File: src/pkg/sync_pkg.sv
// Purpose: shared constants and types for the sample-sync front end
// Assumes: one clock, the master sample clock, at 100 MHz
// Notes:   all pins of the sync path are active low
//
// Operation
// - each rising edge of the clock pin is one master sample clock edge
// - accept an asynchronous start request, sample it, emit one resync pulse
// - start request is synchronised into the master clock domain first
// - resync output moves only in response to a start request
// - sync input pulse realigns sampling and frame timing
// - periodic frame strobe, synchronous to the shift clock, frames each result set
package sync_pkg;

   // ********************************
   // timing
   // ********************************
   localparam int unsigned CLK_PERIOD_NS   = 10;
   localparam int unsigned FRAME_LEN       = 64;   // master clocks per result frame
   localparam int unsigned SHIFT_HALF      = 1;    // master clocks per shift clock half
   localparam int unsigned ALIGN_HOLD      = 4;    // hold count; counters stay cleared ALIGN_HOLD + 1 clocks past the sync edge clock
   localparam int unsigned STROBE_LEN      = 2 * SHIFT_HALF;

   localparam int unsigned FRAME_W = $clog2(FRAME_LEN);
   localparam int unsigned HOLD_W  = $clog2(ALIGN_HOLD + 1);

   localparam logic [FRAME_W-1:0] FRAME_LAST  = FRAME_W'(FRAME_LEN - 1);
   localparam logic [FRAME_W-1:0] FRAME_ZERO  = FRAME_W'(0);
   localparam logic [FRAME_W-1:0] STROBE_END  = FRAME_W'(STROBE_LEN);
   localparam logic [HOLD_W-1:0]  HOLD_LOAD   = HOLD_W'(ALIGN_HOLD);
   localparam logic [HOLD_W-1:0]  HOLD_ZERO   = HOLD_W'(0);
   localparam logic [1:0]         SYNC_CNT_MAX = 2'h2;
   localparam logic [1:0]         SYNC_CNT_ZERO = 2'h0;

   // ********************************
   // idle levels of active-low pins
   // ********************************
   localparam logic PIN_IDLE = 1'h1;

   // ********************************
   // alignment states
   // ********************************
   typedef enum logic [1:0] {
      ALIGN_IDLE = 2'b00,
      ALIGN_HOLDING = 2'b01,
      ALIGN_RUN  = 2'b10
   } align_state_t;

endpackage

File: src/pkg/start_evt_if.sv
// Purpose: carries the synchronised start event from the catcher to the core
// Assumes: both ends run on the master sample clock
// Notes:   reqFall is a one-clock pulse
`timescale 1ns/1ps
interface start_evt_if;
   logic reqFall;

   modport catcher (output reqFall);
   modport core    (input reqFall);
endinterface

File: src/rtl/start_req_catcher.sv
// Purpose: bring the asynchronous start request into the master clock domain
// Assumes: startReq_n may change at any time relative to sys_clk
// Notes:   first stage is read only by the second stage
`timescale 1ns/1ps
module start_req_catcher
   import sync_pkg::*;
(
   // clock and reset
   input  wire logic    sys_clk,
   input  wire logic    rst_n,
   // pin
   input  wire logic    startReq_n,
   // event toward core
   start_evt_if.catcher evt
);

   logic meta_reg;
   logic stable_reg;
   logic prev_reg;
   logic fall_reg;

   // ********************************
   // two-stage synchroniser
   // ********************************
   // reset to the idle level so release of reset never looks like a request
   always_ff @(posedge sys_clk or negedge rst_n) begin
      if (!rst_n) begin
         meta_reg   <= PIN_IDLE;
         stable_reg <= PIN_IDLE;
      end else begin
         meta_reg   <= startReq_n;
         stable_reg <= meta_reg;
      end
   end

   // ********************************
   // falling-edge detect
   // ********************************
   always_ff @(posedge sys_clk or negedge rst_n) begin
      if (!rst_n) begin
         prev_reg <= PIN_IDLE;
         fall_reg <= 1'h0;
      end else begin
         prev_reg <= stable_reg;
         fall_reg <= prev_reg & ~stable_reg;
      end
   end

   assign evt.reqFall  = fall_reg;

endmodule

File: src/rtl/multi_adc_sync_pulse_logic.sv
// Purpose: sync front end of a multichannel sampling converter
// Assumes: sys_clk is the master sample clock taken from the clock input pin
// Notes:   resync output must be looped back to syncIn_n outside the device
`timescale 1ns/1ps
module multi_adc_sync_pulse_logic
   import sync_pkg::*;
(
   // master sample clock and reset
   input  wire logic sys_clk,
   input  wire logic rst_n,
   // asynchronous start request, active low
   input  wire logic startReq_n,
   // sync input, already in the master clock domain, active low
   input  wire logic syncIn_n,
   // resync output, active low
   output logic      syncOut_n,
   // result framing
   output logic      resultShiftClk,
   output logic      resultFrameStrobe,
   output logic      sampleTick,
   // alignment status
   output logic      aligned,
   output logic [1:0] syncCount
);

   // ********************************
   // start request path
   // ********************************
   start_evt_if evt ();

   start_req_catcher u_catcher (
      .sys_clk    (sys_clk),
      .rst_n      (rst_n),
      .startReq_n (startReq_n),
      .evt        (evt)
   );

   logic syncOut_reg;

   // the output is low for exactly one clock per caught start edge and
   // never moves otherwise, so a tied-high start leaves it idle
   always_ff @(posedge sys_clk or negedge rst_n) begin
      if (!rst_n) begin
         syncOut_reg <= PIN_IDLE;
      end else begin
         syncOut_reg <= ~evt.reqFall;
      end
   end

   assign syncOut_n = syncOut_reg;

   // ********************************
   // sync input edge
   // ********************************
   // the sync input is master-domain by contract, so one register is
   // enough; a second stage would only add a clock of skew between peers
   logic syncInSamp_reg;
   logic syncInPrev_reg;
   logic syncEdge;

   always_ff @(posedge sys_clk or negedge rst_n) begin
      if (!rst_n) begin
         syncInSamp_reg <= PIN_IDLE;
         syncInPrev_reg <= PIN_IDLE;
      end else begin
         syncInSamp_reg <= syncIn_n;
         syncInPrev_reg <= syncInSamp_reg;
      end
   end

   assign syncEdge = syncInPrev_reg & ~syncInSamp_reg;

   // ********************************
   // alignment state machine
   // ********************************
   align_state_t     state_reg;
   align_state_t     state_next;
   logic [HOLD_W-1:0] hold_reg;
   logic [HOLD_W-1:0] hold_next;

   always_comb begin
      state_next = state_reg;
      hold_next  = hold_reg;
      unique case (state_reg)
         ALIGN_IDLE: begin
            state_next = ALIGN_RUN;
         end
         ALIGN_HOLDING: begin
            if (hold_reg == HOLD_ZERO) begin
               state_next = ALIGN_RUN;
            end else begin
               hold_next = hold_reg - HOLD_W'(1);
            end
         end
         ALIGN_RUN: begin
            state_next = ALIGN_RUN;
         end
         default: begin
            state_next = ALIGN_IDLE;
         end
      endcase
      // a new sync edge restarts the hold from any state
      if (syncEdge) begin
         state_next = ALIGN_HOLDING;
         hold_next  = HOLD_LOAD;
      end
   end

   always_ff @(posedge sys_clk or negedge rst_n) begin
      if (!rst_n) begin
         state_reg <= ALIGN_IDLE;
         hold_reg  <= HOLD_ZERO;
      end else begin
         state_reg <= state_next;
         hold_reg  <= hold_next;
      end
   end

   logic running;

   assign running = (state_reg == ALIGN_RUN) && !syncEdge;

   // ********************************
   // sync count status
   // ********************************
   // saturates at two: peers are only trusted aligned after a second pulse
   logic [1:0] syncCnt_reg;
   logic       aligned_reg;

   always_ff @(posedge sys_clk or negedge rst_n) begin
      if (!rst_n) begin
         syncCnt_reg <= SYNC_CNT_ZERO;
      end else if (syncEdge && syncCnt_reg != SYNC_CNT_MAX) begin
         syncCnt_reg <= syncCnt_reg + 2'h1;
      end
   end

   always_ff @(posedge sys_clk or negedge rst_n) begin
      if (!rst_n) begin
         aligned_reg <= 1'h0;
      end else begin
         aligned_reg <= (syncCnt_reg == SYNC_CNT_MAX) && (state_reg == ALIGN_RUN);
      end
   end

   assign syncCount = syncCnt_reg;
   assign aligned   = aligned_reg;

   // ********************************
   // frame counter
   // ********************************
   logic [FRAME_W-1:0] frame_reg;

   always_ff @(posedge sys_clk or negedge rst_n) begin
      if (!rst_n) begin
         frame_reg <= FRAME_ZERO;
      end else if (!running) begin
         frame_reg <= FRAME_ZERO;
      end else if (frame_reg == FRAME_LAST) begin
         frame_reg <= FRAME_ZERO;
      end else begin
         frame_reg <= frame_reg + FRAME_W'(1);
      end
   end

   // ********************************
   // shift clock
   // ********************************
   // divided from the master clock and phase-reset on sync so that the
   // strobe and shift clock keep a fixed relation in every device
   logic shiftClk_reg;

   always_ff @(posedge sys_clk or negedge rst_n) begin
      if (!rst_n) begin
         shiftClk_reg <= 1'h0;
      end else if (!running) begin
         shiftClk_reg <= 1'h0;
      end else begin
         shiftClk_reg <= ~shiftClk_reg;
      end
   end

   assign resultShiftClk = shiftClk_reg;

   // ********************************
   // frame strobe and sample tick
   // ********************************
   logic strobe_reg;
   logic tick_reg;

   // strobe covers one full shift clock period at the head of each frame
   always_ff @(posedge sys_clk or negedge rst_n) begin
      if (!rst_n) begin
         strobe_reg <= 1'h0;
      end else begin
         strobe_reg <= running && (frame_reg < STROBE_END);
      end
   end

   always_ff @(posedge sys_clk or negedge rst_n) begin
      if (!rst_n) begin
         tick_reg <= 1'h0;
      end else begin
         tick_reg <= running && (frame_reg == FRAME_ZERO);
      end
   end

   assign resultFrameStrobe = strobe_reg;
   assign sampleTick        = tick_reg;

endmodule

File: config.mk
export PLATFORM = sky130hd
export DESIGN_NAME = multi_adc_sync_pulse_logic
export DESIGN_NICKNAME = d
export VERILOG_FILES = /design/src/pkg/sync_pkg.sv /design/src/pkg/start_evt_if.sv /design/src/rtl/start_req_catcher.sv /design/src/rtl/multi_adc_sync_pulse_logic.sv
export SDC_FILE = /design/constraint.sdc
export NUM_CORES = 1
export LEC_CHECK = 0
export BUFFER_PORTS_ARGS = -buffer_cell sky130_fd_sc_hd__buf_4
export CORE_AREA = 5 5 51 53
export DETAILED_ROUTE_END_ITERATION = 16
export DIE_AREA = 0 0 56 58
export HOLD_SLACK_MARGIN = 0.15
export PLACE_DENSITY = 0.66
export SYNTH_ARGS = -nofsm -noshare
export SYNTH_HDL_FRONTEND = slang
export SYNTH_SLANG_ARGS = --single-unit
export TNS_END_PERCENT = 10
File: constraint.sdc
create_clock -name sys_clk -period 1.1 [get_ports sys_clk]
set_input_delay 0.11 -clock sys_clk [delete_from_list [all_inputs] [get_ports sys_clk]]
set_output_delay 0.11 -clock sys_clk [all_outputs]
set_load 0.05 [all_outputs]
## Word-level counts from Yosys, hierarchy flattened

Index checks and enable logic that the tools add are counted.

- Flip-flop bits (word level): 24
- Input bits: 4
- Output and inout bits: 7
- Logic and storage cells: 53

- Add/subtract/negate cells: 3
- Magnitude comparators: 1
- Equal/unequal tests: 7
- Multiplexer cells: 9
- Bitwise logic cells: 6
- Reductions and logical operators: 12

Operator list:

| kind | count |
|---|---|
| 2-to-1 mux 6 bit | 2 |
| 2-to-1 mux 3 bit | 3 |
| adder 6 x 1 -> 6 bit (second input constant) | 1 |
| equality test 6 bit (second input constant) | 1 |
| logical NOT 6 bit | 1 |
| < comparator 6 x 2 -> 1 bit (second input constant) | 1 |
| logical AND 1 bit | 5 |
| equality test 2 bit (second input constant) | 2 |
| 2-to-1 mux 2 bit | 2 |
| inequality test 2 bit (second input constant) | 2 |
| inverter 1 bit | 4 |
| one-hot mux 2 bit (2 select lines) | 1 |
| logical NOT 3 bit | 1 |
| inequality test 3 bit (second input constant) | 1 |
| subtractor 3 x 1 -> 3 bit (second input constant) | 1 |
| adder 2 x 1 -> 2 bit (second input constant) | 1 |
| bitwise AND 1 bit | 2 |
| equality test 2 x 1 -> 1 bit (second input constant) | 1 |
| logical NOT 2 bit | 1 |
| AND reduction 2 bit | 1 |
| nonzero test 2 bit | 1 |
| OR reduction 2 bit | 1 |
| logical NOT 1 bit | 1 |
| 2-to-1 mux 1 bit | 1 |

## Longest topological paths before layout

- Depth in word-level cells: 5
- Mapped depth: 5
- Depth with buffers taken out: 5

## Hierarchy

A second synthesis with hierarchy kept.

- Cells, all modules: 83
- Area total of the unflattened synthesis: 993.5 sq um

By module, submodules not included:

| module | times used | cells each | area an instance (sq um) |
|---|---|---|---|
| multi_adc_sync_pulse_logic | 1 | 78 | 875.8 |
| start_req_catcher | 1 | 5 | 117.6 |

## Least setup slack after synthesis

OpenSTA, ideal clock, no wires.

- Path type: flip-flop to flip-flop
- From: register syncCnt_reg[0], in the netlist syncCount[0]
- To: register syncCnt_reg[1], in the netlist syncCount[1]
- Data arrival time: 1.206 ns
- Required time: 0.972 ns
- Slack: -0.234 ns
- Cell stages (with the launch flop): 5
- Period minus slack after synthesis: 1.334 ns
- Cell sequence: dfrtp_1 inv_1 ha_1 o21ai_0 o31ai_1

- Cells in the longest elaborated chain, start to end: 2
- Elaborated cells on any way between the ends: 3
- Those cells by class: add/sub (1); eq/ne (1); reduce/logical (1)

RTL lines:

| element | line | text |
|---|---|---|
| from (decl) | multi_adc_sync_pulse_logic.sv:127 | `logic [1:0] syncCnt_reg;` |
| from (signal assigned) | multi_adc_sync_pulse_logic.sv:134 | `syncCnt_reg <= syncCnt_reg + 2'h1;` |
| branches (longest 2 deep; another with adder 2 x 1 -> 2 bit) | - |  |

Parallel ways; which one is timed is not known.
A chain may end at the register's enable or synchronous reset.

## Final worst setup path

- From: register hold_reg[1]
- To: register hold_reg[2]

- Cells in the longest elaborated chain, start to end: 4
- Elaborated cells on any way between the ends: 7
- Those cells by class: add/sub (1); eq/ne (1); mux (3); reduce/logical (2)

RTL lines:

| element | line | text |
|---|---|---|
| from (decl) | multi_adc_sync_pulse_logic.sv:78 | `logic [HOLD_W-1:0] hold_reg;` |
| from (signal assigned) | multi_adc_sync_pulse_logic.sv:115 | `hold_reg <= hold_next;` |
| subtractor 3 x 1 -> 3 bit | multi_adc_sync_pulse_logic.sv:92 | `hold_next = hold_reg - HOLD_W'(1);` |
| 2-to-1 mux 3 bit | multi_adc_sync_pulse_logic.sv:89 | `if (hold_reg == HOLD_ZERO) begin` |
| 2-to-1 mux 3 bit | multi_adc_sync_pulse_logic.sv:84 | `unique case (state_reg)` |
| 2-to-1 mux 3 bit | multi_adc_sync_pulse_logic.sv:103 | `if (syncEdge) begin` |

Parallel ways exist; a longest one is shown, timed or not. The select of a mux whose other input is x is not followed.

==> summary.md <==
| Metric | Value |
|---|---|
| Sequential-to-total area share from yosys stat | 61.52% |
| Worst R2R Start | hold_reg[1] |
| Gr usage total | 12.32% |
| EDFF count, synth | 0 |
| CTS tree | yes |
| R2r worst-path depth | 5 |
| Minimum clock period | 1.274 ns |
| Critical Path End Type | register |
| Setup Viol. Count Final | 6 |
| Share of cells above drive strength 1 | 49.09% |
| Wire length of the first global-routing pass | 3139 µm |
| Die height | 58 µm |
| Peak supply drop | 0.001457 V |
| Routed WL | 1747 µm |
| Design Area, Final | 0.001359 mm² |
| Hold Vio Cnt, Final | 0 |
| Clock transition at path regs | 0.13 ns |
| Max Freq | 784.7 MHz |
| Layout Skew | 0.002626 ns |
| IO buf count | 10 |
| DR iter-0 viols | 3 |
| Final worst-path cycle share | 115.9% |
| Max-cap check violation count | 0 |
| Yosys reg bits | 24 |
| Die Width | 56 µm |
| WL/cell | 12.66 µm |
| Worst Slack Setup Final | -0.1744 ns |
| Crit Path Class | register to register |
| Skew-Pair Late Insertion Delay | 0.31 ns |
| Power per cell area | 2305 mW/mm² |
| Placed inst area | 0.001171 mm² |
| Largest net degree at the start of global routing | 25 |
| Ys async rst share | 100.0% |
| Cell Area, Synth | 988.4 µm² |
| Post-synthesis cell type count | 29 |
| Routed vias | 683 |
| CP bufs+invs | 2 |
| Crit path cell chain | inv_2 > ha_1 > inv_1 > or4_1 > nand3_1 |
| DRT Pass-1 Iters | 2 |
| RSZ-0062 raised after global routing | true |
| Final layout net count | 120 |
| Most common cell after layout, fill and taps aside | buf_4 |
| DRT antenna net count | 0 |
| Min-Delay Path Class | primary input to asynchronous set/reset pin |
| Synth Instances | 83 |
| Num rows | 17 |
| R2r setup slk | -0.17 ns |
| Drt drc | 0 |
| Relative slew slack | 79.96% |
| Final Max Tran Viols | 0 |
| GRT overflow | 0 |
| Most frequent cells in the layout | 19 x buf_4, 16 x dfrtp_1, 7 x inv_1 |
| Net count after synthesis | 92 |
| Area of the core | 0.002106 mm² |
| Crit-path max FO | 2 |
| Finished Core Util | 64.53% |
| Synthesis warning total | 0 |
| CP delay by family, top | simple AND/OR/NAND/NOR gates |
| Inserted Clock Buffers | 3 |
| Placer Congestion | 0.8281 |
| Startpoint types | register |
| Vias in the first global route | 721 |
| Ports | 11 |
| Failing checks | negative setup slack |
| Starting Density | 46.94% |
| Delay of the slowest critical-path stage | 0.46 ns |
| Dpl hpwl | 1185 µm |
| Max H-tree Level | 1 |
| Largest register FFs | 6 |
| P&R area growth vs syn | 37.47% |
| Crit path max-delay cell type | or4_1 |
| FILL cells | 165 |
| Initial antenna violation count | 0 |
| Die ar. | 0.003248 mm² |
| CP Data Required Time | 1.36 ns |
| Clock sink count | 24 |
| Syn_area_per_cell | 11.91 µm² |
| Via density | 4.949 |
| Arr. time, crit path | 1.53 ns |
| Ant. Diodes | 0 |
| Ys flop type | dfrtp_1 |
| Pin slew with the least headroom to its limit | 0.2978 ns |
| Lkg Pwr | 0.6305 nW |
| CTS root buf | clkbuf_4 |
| Clock tree buffer depth | 2 |
| Status | complete, but fails checks |
| RR Endpoint | hold_reg[2] |
[routing by layer]
| layer | share of wire, % | GRT usage (%) | up-vias |
|---|---|---|---|
| li1 | - | - | 335 |
| met1 | 41 | 14.45 | 341 |
| met2 | 55 | 22.20 | 5 |
| met3 | 2.9 | 2.227 | 2 |
| met4 | 0.97 | 5.085 | 0 |
| met5 | 0 | 0 | - |
[cells by family after synthesis]
kind of cell / count (synthesis) / synth area share, %
adder cells (fa/ha/maj): 5 / 6.329
AO/OA/AOI/OAI: 12 / 7.089
XOR/XNOR: 3 / 2.659
flip-flops: 24 / 61.52
buffers and inverters: 10 / 4.177
AND/OR/NAND/NOR: 29 / 18.23
[report_power, final]
part | total, mW | internal, mW | leakage (nW) | switching [mW]
sequential | 1.22 | 1.09 | 0.294 | 0.137
combinational | 1.27 | 0.543 | 0.308 | 0.731
clock | 0.634 | 0.368 | 0.0279 | 0.266
[metrics by stage]
step,setup slack (ns),hold slack [ns],power (mW),instances,setup TNS [ns]
after floorplan,-0.1019,-0.1856,1.920,83,-0.6651
after global placement,-0.1187,0.02018,2.246,130,-0.7114
after detailed placement,-0.2258,0.02532,2.298,130,-1.089
after CTS,-0.1693,0.2152,3.075,138,-0.5291
after global routing,-0.2402,0.2413,3.348,138,-1.127
final,-0.1744,0.2074,3.132,138,-0.5015
[worst reg2reg max path, delay by kind of cell (launching register included)]
family / cells / cell delay, ns
buf+inv: 2 / 0.14
flops: 1 / 0.41
simple gates: 2 / 0.54
fa+ha+maj: 1 / 0.14
[layout make-up]
class,count,area (µm²),share of cell area (%)
timing repair buffer,24,198.9,14.64
multi-input combinational,49,427.9,31.49
sequential,24,610.6,44.94
tap,28,35.03,2.578
inverter,9,33.78,2.486
clock buffer,3,22.52,1.657
clock inverter,1,30.03,2.210
[what timing repair did]
action                                 in CTS  in global routing
setup buffers                               1                  0
setup endpoints to repair                  17                 14
hold buffers                                3                  0
pin swaps                                   4                  1
endpoints found under the hold margin      26                  0
gates resized for setup                    14                  9
cloned                                      0                  0
[how the worst max path moves through the flow]
stage                        start           end  slack, ns  cells after the start
floorplan              hold_reg[0]   hold_reg[2]      -0.10                      4
global placement       hold_reg[0]   hold_reg[1]      -0.12                      5
detailed placement  syncInSamp_reg  frame_reg[5]      -0.23                      3
CTS                    hold_reg[1]   hold_reg[2]      -0.17                      5
global route           hold_reg[0]   hold_reg[2]      -0.24                      5
finish                 hold_reg[1]   hold_reg[2]      -0.17                      5
[Yosys cell counts, drive strengths merged (3+ instances only)]
cell type | instances | area share (%)
nand3 | 4 | 2.0
o21ai | 5 | 2.5
nor2b | 3 | 1.9
nor2 | 5 | 1.9
ha | 5 | 6.3
inv | 9 | 3.4
a21oi | 4 | 2.0
dfstp | 6 | 16
dfrtp | 18 | 46
Power figures use the tool's default switching activity.
